$ cat src/wwdt_pkg.sv
package wwdt_pkg;
   localparam int WWDT_CNT_W = 32;
   localparam int WWDT_PRE_W = 4;
   localparam logic [31:0] WWDT_CNT_RST = 32'h0000_0000;
   localparam logic [3:0] WWDT_PRE_RST = 4'h0;
   localparam logic [31:0] WWDT_SAFE_ADDR_DEF = 32'h0000_0000;
   typedef enum logic [1:0] {
      WWDT_RESP_NONE,
      WWDT_RESP_IRQ,
      WWDT_RESP_RST,
      WWDT_RESP_BOTH
   } wwdt_resp_type;
endpackage

$ cat src/wwdt_top.sv
`timescale 1ns/1ps
`default_nettype none
// Summary of operation
// RULE1: A 32-bit counter runs freely once enabled, advanced by the prescaled clock.
// RULE2: Software must service the watchdog before each timeout interval ends.
// RULE3: If no service arrives by the end of the timeout interval a timeout is declared.
// RULE4: A timeout raises an interrupt, a reset request, or both, as configured.
// RULE5: Either response steers execution to a fixed known-good address.
// RULE6: In windowed mode a service before the window opens counts as a failure.
// RULE7: A valid service restarts the counter from zero.
module wwdt_top #(
   parameter int CNT_W = 32,
   parameter logic [31:0] SAFE_ADDR = wwdt_pkg::WWDT_SAFE_ADDR_DEF
) (
   input wire logic clk_in,
   input wire logic srst_in,
   input wire logic enable_in,
   input wire logic [wwdt_pkg::WWDT_PRE_W-1:0] prescale_in,
   input wire logic window_en_in,
   input wire logic [CNT_W-1:0] window_open_in,
   input wire logic [CNT_W-1:0] timeout_in,
   input wire wwdt_pkg::wwdt_resp_type resp_in,
   input wire logic service_in,
   input wire logic fault_clr_in,
   output logic irq_out,
   output logic sys_rst_req_out,
   output logic redirect_out,
   output logic [31:0] redirect_addr_out,
   output logic timeout_flag_out,
   output logic early_flag_out,
   output logic [CNT_W-1:0] count_out
);
   import wwdt_pkg::*;

   // Divider wide enough for the largest prescale setting
   localparam int PRE_CNT_W = 16;
   localparam logic [PRE_CNT_W-1:0] PRE_ONE = 16'h0001;

   generate
      if (CNT_W != WWDT_CNT_W) begin : g_cnt_w_check
         $error("wwdt_top: CNT_W must equal the 32-bit counter width");
      end
      if ((1 << WWDT_PRE_W) > PRE_CNT_W) begin : g_pre_w_check
         $error("wwdt_top: divider too narrow for the prescale range");
      end
   endgenerate

   logic [PRE_CNT_W-1:0] pre_ff;
   logic [PRE_CNT_W-1:0] nxt_pre;
   logic [PRE_CNT_W-1:0] pre_mask;
   logic tick;
   logic [CNT_W-1:0] cnt_ff;
   logic [CNT_W-1:0] nxt_cnt;
   logic cnt_at_top;
   logic expired;
   logic svc_req;
   logic early;
   logic valid_svc;
   logic early_fail;
   logic fail;
   logic resp_irq;
   logic resp_rst;
   logic fail_irq;
   logic fail_rst;
   logic timeout_flag_ff;
   logic nxt_timeout_flag;
   logic early_flag_ff;
   logic nxt_early_flag;
   logic irq_ff;
   logic nxt_irq;
   logic sys_rst_req_ff;
   logic nxt_sys_rst_req;
   logic redirect_ff;
   logic nxt_redirect;
   logic [31:0] redirect_addr_ff;

   // Divide by 2**prescale_in; zero gives a tick every cycle
   always_comb begin
      pre_mask = (PRE_ONE << prescale_in) - PRE_ONE;
      tick = 1'b0;
      if (enable_in) begin
         tick = ((pre_ff & pre_mask) == '0);
      end
   end

   // Divider restarts with the counter, so each interval starts at divider phase zero and ticks on its first cycle
   always_comb begin
      nxt_pre = pre_ff + PRE_ONE;
      if (!enable_in || valid_svc || fail) begin
         nxt_pre = '0;
      end
   end

   always_ff @(posedge clk_in) begin
      if (srst_in) begin
         pre_ff <= '0;
      end else begin
         pre_ff <= nxt_pre;
      end
   end

   always_comb begin
      cnt_at_top = (cnt_ff == {CNT_W{1'b1}});
      expired = enable_in && (cnt_ff >= timeout_in); // RULE3
      svc_req = enable_in && service_in;
      early = window_en_in && (cnt_ff < window_open_in); // RULE6
      valid_svc = svc_req && !early;
      early_fail = svc_req && early; // RULE6
      fail = expired || early_fail;
   end

   always_comb begin
      resp_irq = (resp_in == WWDT_RESP_IRQ) || (resp_in == WWDT_RESP_BOTH);
      resp_rst = (resp_in == WWDT_RESP_RST) || (resp_in == WWDT_RESP_BOTH);
      fail_irq = fail && resp_irq; // RULE4
      fail_rst = fail && resp_rst; // RULE4
   end

   // A fault restarts the count too, so one fault fires one response
   always_comb begin
      nxt_cnt = cnt_ff;
      if (!enable_in) begin
         nxt_cnt = CNT_W'(WWDT_CNT_RST);
      end else if (valid_svc) begin
         nxt_cnt = CNT_W'(WWDT_CNT_RST); // RULE7
      end else if (fail) begin
         nxt_cnt = CNT_W'(WWDT_CNT_RST);
      end else if (tick && !cnt_at_top) begin
         // Saturates rather than wrapping, so a late timeout still fires
         nxt_cnt = cnt_ff + CNT_W'(1); // RULE1
      end
   end

   always_ff @(posedge clk_in) begin
      if (srst_in) begin
         cnt_ff <= CNT_W'(WWDT_CNT_RST);
      end else begin
         cnt_ff <= nxt_cnt;
      end
   end

   // Sticky flags: a new fault in the clear cycle wins
   always_comb begin
      nxt_timeout_flag = timeout_flag_ff;
      if (fault_clr_in) begin
         nxt_timeout_flag = 1'b0;
      end
      if (expired) begin
         nxt_timeout_flag = 1'b1; // RULE3
      end
   end

   always_ff @(posedge clk_in) begin
      if (srst_in) begin
         timeout_flag_ff <= 1'b0;
      end else begin
         timeout_flag_ff <= nxt_timeout_flag;
      end
   end

   always_comb begin
      nxt_early_flag = early_flag_ff;
      if (fault_clr_in) begin
         nxt_early_flag = 1'b0;
      end
      if (early_fail && !expired) begin
         nxt_early_flag = 1'b1; // RULE6
      end
   end

   always_ff @(posedge clk_in) begin
      if (srst_in) begin
         early_flag_ff <= 1'b0;
      end else begin
         early_flag_ff <= nxt_early_flag;
      end
   end

   always_comb begin
      nxt_irq = irq_ff;
      if (fault_clr_in) begin
         nxt_irq = 1'b0;
      end
      if (fail_irq) begin
         nxt_irq = 1'b1; // RULE4
      end
   end

   always_ff @(posedge clk_in) begin
      if (srst_in) begin
         irq_ff <= 1'b0;
      end else begin
         irq_ff <= nxt_irq;
      end
   end

   // Reset request and redirect are one-cycle pulses
   always_comb begin
      nxt_sys_rst_req = fail_rst; // RULE4
      nxt_redirect = fail_irq || fail_rst; // RULE5
   end

   always_ff @(posedge clk_in) begin
      if (srst_in) begin
         sys_rst_req_ff <= 1'b0;
      end else begin
         sys_rst_req_ff <= nxt_sys_rst_req;
      end
   end

   always_ff @(posedge clk_in) begin
      if (srst_in) begin
         redirect_ff <= 1'b0;
      end else begin
         redirect_ff <= nxt_redirect;
      end
   end

   // Address is constant but held in a flop so the output is registered
   always_ff @(posedge clk_in) begin
      if (srst_in) begin
         redirect_addr_ff <= 32'h0000_0000;
      end else begin
         redirect_addr_ff <= SAFE_ADDR; // RULE5
      end
   end

   assign irq_out = irq_ff;
   assign sys_rst_req_out = sys_rst_req_ff;
   assign redirect_out = redirect_ff;
   assign redirect_addr_out = redirect_addr_ff;
   assign timeout_flag_out = timeout_flag_ff;
   assign early_flag_out = early_flag_ff;
   assign count_out = cnt_ff;
endmodule
`default_nettype wire
$ cat config.mk
export PLATFORM = sky130hd
export DESIGN_NAME = wwdt_top
export DESIGN_NICKNAME = d
export VERILOG_FILES = /design/src/wwdt_pkg.sv /design/src/wwdt_top.sv
export SDC_FILE = /design/constraint.sdc
export NUM_CORES = 1
export LEC_CHECK = 0
export ABC_AREA = 1
export BUFFER_PORTS_ARGS = -buffer_cell sky130_fd_sc_hd__buf_2
export CAP_MARGIN = 40
export CORE_MARGIN = 2
export CORE_UTILIZATION = 55
export DETAILED_ROUTE_END_ITERATION = 16
export PLACE_DENSITY = 0.95
export SYNTH_ARGS = -nofsm -noshare
export SYNTH_HDL_FRONTEND = slang
export SYNTH_SLANG_ARGS = --single-unit
$ cat constraint.sdc
create_clock -name clk_in -period 5 [get_ports clk_in]
set_clock_uncertainty 0.05 [all_clocks]
set_input_delay 0 -clock clk_in [delete_from_list [all_inputs] [get_ports clk_in]]
set_output_delay 0 -clock clk_in [all_outputs]
set_load 0.03 [all_outputs]
==> impl_results.md, run 1 <==
* WP data required at 5.14 ns
* Global-route wire length before repair at 21000 µm
* Number of synthesized flops with an enable pin at 0
* Synthesized area per cell at 6.59 µm²
* Synth area leader: dfxtp_1
* Gr usage total at 0.249
* Lkg Pwr at 2.99 nW
* Worst hold path class: in -> reg
* Proportion of layout cells with a drive suffix above 1 at 0.173
* Met2 Usage GRT at 0.442
* Die Ht at 101 µm
* Gr busiest metal: met2
* Rows at 35
* Clk slew on worst S/H paths at 0.11 ns
* Num Clock Sinks at 52
* Synth cell types at 38
* PD cells at roughly 140 nW/µm²
* Fmax at 359 MHz
* Max-Cap Viols at 0
* Setup WS pre-CTS at 2.08 ns
* WS Path Type: reg -> reg
* Flop pwr share at 0.500
* Inserted Clock Buffers at 5
* Post-CTS sizing at 0
* Fin Setup TNS at 0 ns
* DR WL/cell at 12.6 µm
* DR vias at 5278
* Net Switching at 0.265 mW
* Final worst slack at 2.21 ns
* Dpl hpwl at between 10000 and 15000 µm
* Top cells by count, synth: 179 x nand2_1, 123 x inv_1, 66 x ha_1, 66 x nor2_1, 57 x a21oi_1
* Max Fanout on Critical Path at 33
* Vias in the first global route at 4856
* Most numerous cell in the Yosys netlist: nand2_1
* CP endpoint kind: flop
* Area growth from synthesis to layout at 11.6%
* CTS tree: built
* RSZ-0062 raised after global routing: false
* Internal at approximately 0.57 mW
* Drt initial violations at ~280
* Crit path launch type: flop
* Fin. Hold Viols at 0
* Die X at between 100 and 150 µm
* First-pass iteration count of the detailed router at 6
* Post-Synthesis Cell Area at 5180 µm²
* Reg2Reg Setup Slack at 2.21 ns
* Starting Density at 0.564
* Synth top area cells: dfxtp_1 20%, ha_1 16%, nand2_1 13%
* Fin util at 0.629
* CTS Buffer Depth at 2
* Core footprint at 9200 µm²
* Setup-failing EPs final at 0
* Max-slew headroom at 0.480
* Clock latency on the worst-skew pair at 0.32 ns
* GRT met3 Usage at 0.0368
* Outcome: completed
* PortBufs at 112
* Async set-reset flop share out of synthesis at 0
* GR Util met1 at 0.313
* Clock power share at 0.316
* Sw frac at 0.318
* Initial antenna violation count at 0
* Crit path DAT at 2.92 ns
* Tcrit/Tclk final at 0.558
* ANT cells at 0
* Yosys warning total at 0
* Mean number of vias per cell at 5.26
* Gr ovfl total at 0
* Min Tclk post-route at between 2 and 3 ns
* Combinational power share at 0.184
* Max VDD drop at 117 µV
* Pin count of the biggest net entering global routing at 48
* Seq cells post-synth at 52
* Last weighted congestion value of the routability-driven placer at roughly 0.99
* H-tree depth at 2
* Synth Flop Type: dfxtp_1
* Layout Nets at 1033
* Worst hold slack at 0.0852 ns
* Pins Over Slew Limit at 0
* Worst slew pin tran at 0.778 ns
* # IOs at 145
* Share of the synthesized area in the top cell type at 0.201
* Post-DRT Antenna Nets at 0
* Root buffer cell: clkbuf_8
* Area of the die at 10200 µm²
* Post-Synthesis Cells at 786
* Drt total wl at 12600 µm
* Sequential fraction of the synthesis area at 0.201
* DRC at 0
-- flip-flops by register name (all words and copies together), names as in the netlist --
name              flops
count_out            32
pre_ff               15
early_flag_out        1
irq_out               1
redirect_out          1
sys_rst_req_out       1
timeout_flag_out      1
-- cell type report --
| type | count | area (µm²) |
|---|---|---|
| Clock inverter | 3 | 25.0 |
| Tap cell | 111 | 139 |
| Clock buffer | 5 | 68.8 |
| Fill cell | 863 | 3410 |
| Timing Repair Buffer | 119 | 628 |
| Inverter | 125 | 469 |
| Sequential cell | 52 | 1040 |
| Multi-Input combinational cell | 588 | 3410 |
-- kinds of logic (layout without fill, tap and decap cells) --
kind of cell	Yosys count	in the layout	share of synthesized area
XOR/XNOR	32	32	0.0541
buffers and inverters	177	252	0.163
other	1	32	0.000724
flip-flops	52	52	0.201
adder cells (fa/ha/maj)	66	66	0.159
AND/OR/NAND/NOR	365	365	0.320
AO/OA/AOI/OAI	93	93	0.102
-- repair_timing --
action                                 4_1_cts  5_1_grt
hold buffers                                 6        0
buffers inserted                             0        0
endpoints found under the hold margin        5        0
-- path summary, 6_finish.rpt --
path,from,to,cells past startpoint
worst min register to register,irq_out,irq_out,2
worst max register to register,count_out[1],count_out[0],11
worst min-delay path,enable_in,redirect_out,5
worst max-delay path,count_out[1],count_out[0],11
-- per-layer routing --
layer | wire length [µm] | vias to the layer above
li1 | - | 2698
met1 | 5630 | 2359
met2 | 5950 | 194
met3 | 819 | 27
met4 | 203 | 0
met5 | 0 | -
-- placed cells by master, fill, tap and decap left out, types with 2 or more instances in the layout --
cell           synthesis  layout
nand2_1              179     179
inv_1                123     123
buf_2                  9     112
nor2_1                66      66
ha_1                  66      66
a21oi_1               57      57
dfxtp_1               52      52
nand4_1               44      44
nor3_1                35      35
conb_1                 1      32
xor2_1                22      22
nand3_1               15      15
o21ai_0               13      13
nand2_2               13      13
xnor2_1               10      10
a21oi_2                9       9
dlygate4sd3_1          0       6
clkbuf_8               0       5
nor2_4                 4       4
o21a_1                 3       3
inv_2                  2       2
a31oi_1                2       2
a21boi_0               2       2
o211ai_1               2       2
nor2_2                 2       2
nand3b_1               2       2
inv_6                  0       2
-- worst max-delay path, cell delays in order (launching register included) --
cell and delay (ns):
dfxtp_1 0.40, ha_1 0.28, nand2_2 0.10, nor2_2 0.06, nand2_2 0.15, nor3_4 0.07, nand3b_1 0.11, nand2_2 0.07
nor2_4 0.60, nand3_4 0.47, nand2_1 0.19, a21oi_1 0.09
-- power groups by stage --
| stage | logic (mW) | clock network [mW] | registers, mW |
|---|---|---|---|
| after global placement | 0.146 | 0 | 0.426 |
| after CTS | 0.153 | 0.259 | 0.417 |
| after detailed placement | 0.150 | 0 | 0.426 |
| after floorplan | 0.127 | 0 | 0.428 |
| after global routing | 0.174 | 0.276 | 0.417 |
| final | 0.154 | 0.263 | 0.417 |
-- per-stage QoR --
| stage | instance area [µm²] | cells | power (mW) |
|---|---|---|---|
| after floorplan | 5300 | 817 | 0.555 |
| after global placement | 5630 | 989 | 0.572 |
| after detailed placement | 5630 | 989 | 0.576 |
| after CTS | 5780 | 1003 | 0.829 |
| after global routing | 5780 | 1003 | 0.867 |
| final | 5780 | 1003 | 0.833 |
Power figures use the tool's default switching activity.
==> inputs of run 2 (changes only) <==
- CORE_UTILIZATION: 55 -> 49
- PLACE_DENSITY: 0.95 -> 0.9
- clock period: 5 -> 2.55 ns (I/O delays scaled with it)
==> impl_results.md, run 2 (synthesized netlist as in run 1, its figures left out) <==
* Outcome: completed
* Last weighted congestion value of the routability-driven placer at 0.969
* Min Tclk post-route at approximately 2.4 ns
* Fin area at 6090 µm²
* Die X at ~110 µm
* First-pass iteration count of the detailed router at 5
* Setup-failing EPs final at 0
* Clock latency on the worst-skew pair at 0.31 ns
* DR WL/cell at 11.9 µm
* Pin count of the biggest net entering global routing at 48
* Max VDD drop at between 200 and 250 µV
* CTS tree: built
* Proportion of layout cells with a drive suffix above 1 at 0.207
* Core footprint at 10300 µm²
* Rows at 37
* Fmax at 423 MHz
* Crit-path most repeated cell: a21oi_1
* Largest register FFs at 32
* RSZ-0062 raised after global routing: false
* Global-route wire length before repair at 21700 µm
* CP Buf/Inv Count at 1
* Tcrit/Tclk final at 0.927
* Dpl cell area at just under 6000 µm²
* Max-slew headroom at 0.609
* Max-Cap Viols at 0
* Worst hold path class: in -> reg
* Fill count at 944
* Crit path launch type: flop
* Net Switching at 0.469 mW
* Slowest cell on crit path: dlygate4sd3_1
* Drt initial violations at 354
* DR vias at ~5200
* Sw frac at 0.293
* Drt total wl at 12600 µm
* Gr usage total at 0.230
* # IOs at 145
* Area occupied by multi-input gates at 3420 µm²
* Root buffer cell: clkbuf_8
* Register area at 1040 µm²
* Combinational power share at 0.189
* Internal at 1.13 mW
* Starting Density at 0.504
* CP endpoint kind: flop
* DRC at 0
* Die Ht at 107 µm
* WP data required at 2.70 ns
* Post-DRT Antenna Nets at 0
* Flop pwr share at 0.510
* Gr ovfl total at 0
* PD cells at approximately 260 nW/µm²
* Vias in the first global route at 4851
* Family with the most delay on the worst path: compound AO/OA/AOI/OAI gates
* CTS Buffer Depth at 2
* # Post-CTS Setup Buffers at 0
* Inserted Clock Buffers at 5
* Dpl hpwl at 10400 µm
* Worst hold slack at 0.0225 ns
* Fin. Hold Viols at 0
* Area of the die at 11400 µm²
* Initial antenna violation count at 0
* Most frequent cells in the layout: 178 x nand2_1, 123 x inv_1, 112 x buf_2
* Num Clock Sinks at 52
* Max Fanout on Critical Path at 3
* Mean number of vias per cell at 4.93
* Clock power share at 0.302
* Pins Over Slew Limit at 0
* Commonest non-fill, non-tap cell in the layout: nand2_1
* Max incr delay on CP at 0.54 ns
* WS Path Type: reg -> reg
* PortBufs at 112
* H-tree depth at 2
* ANT cells at 0
* Worst slew pin tran at between 0.5 and 0.6 ns
* Area growth from synthesis to layout at 17.5%
* Layout Nets at 1067
* Fin Setup TNS at 0 ns
* Lkg Pwr at 3.19 nW
* Clk slew on worst S/H paths at 0.09 ns
* CP Cell Sequence: ha_1 -> a21oi_1 -> o21ai_0 -> nand2_1 -> nand2_1 -> a21oi_1 -> nand3_2 -> nand2_2 -> a21oi_1 -> dlygate4sd3_1
* Crit path DAT at about 2.5 ns
## run 2: cell count changes in the layout (fill, tap and decap cells not counted), sizes merged
cell / delta
clkbuf: +1
inv: -2
dlygate4sd3: -1
clkinv: +2
clkinvlp: -1
buf: +35
## run 2: worst register-to-register path, stage by stage (launching register included)
cell           delay, ns
dfxtp_1             0.33
ha_1                0.29
a21oi_1             0.15
o21ai_0             0.10
nand2_1             0.06
nand2_1             0.05
a21oi_1             0.31
nand3_2             0.20
nand2_2             0.12
a21oi_1             0.06
dlygate4sd3_1       0.54
## run 2: layer usage
layer	track usage	part of all wire	wire, µm	vias to the layer above
met3	0.0261	0.056	701	22
li1	-	-	-	2771
met5	0	0	0	-
met2	0.403	0.46	5850	162
met1	0.297	0.46	5850	2276
met4	0.0640	0.018	226	0
## run 2: worst paths after layout
kind | start | end | slack, ns | depth (start not counted)
worst max-delay path | count_out[27] | timeout_flag_out | 0.19 | 10
worst min-delay path | enable_in | early_flag_out | 0.02 | 4
worst max register to register | count_out[27] | timeout_flag_out | 0.19 | 10
worst min register to register | irq_out | irq_out | 0.42 | 2
## run 2: timing repair
item / 4_1_cts / 5_1_grt
endpoints found under the hold margin: 5 / 0
hold buffers: 5 / 0
gates resized for setup: 0 / 3
setup endpoints to repair: 0 / 1
## run 2: metrics by stage
stage / power [mW] / worst slack (ns) / std cells / util
after detailed placement: 1.13 / 0.336 / 1049 / 0.578
after global routing: 1.69 / 0.0457 / 1062 / 0.593
after floorplan: 1.09 / 0.360 / 817 / -
after global placement: 1.12 / 0.387 / 1049 / 0.578
final: 1.60 / 0.187 / 1062 / 0.593
after CTS: 1.62 / 0.121 / 1062 / 0.592
## run 2: cell type report
cell class / count / area share
Multi-Input combinational cell: 588 / 0.562
Timing Repair Buffer: 153 / 0.147
Clock buffer: 6 / 0.0136
Clock inverter: 2 / 0.00164
Tap cell: 136 / 0.0279
Inverter: 125 / 0.0770
Sequential cell: 52 / 0.171
## run 2: power by group through the flow
stage                     combinational (mW)  sequential (mW)  clock [mW]
after detailed placement               0.296            0.835           0
after global routing                   0.343            0.817       0.530
after CTS                              0.302            0.816       0.501
final                                  0.302            0.816       0.483
after global placement                 0.290            0.835           0
after floorplan                        0.249            0.840           0
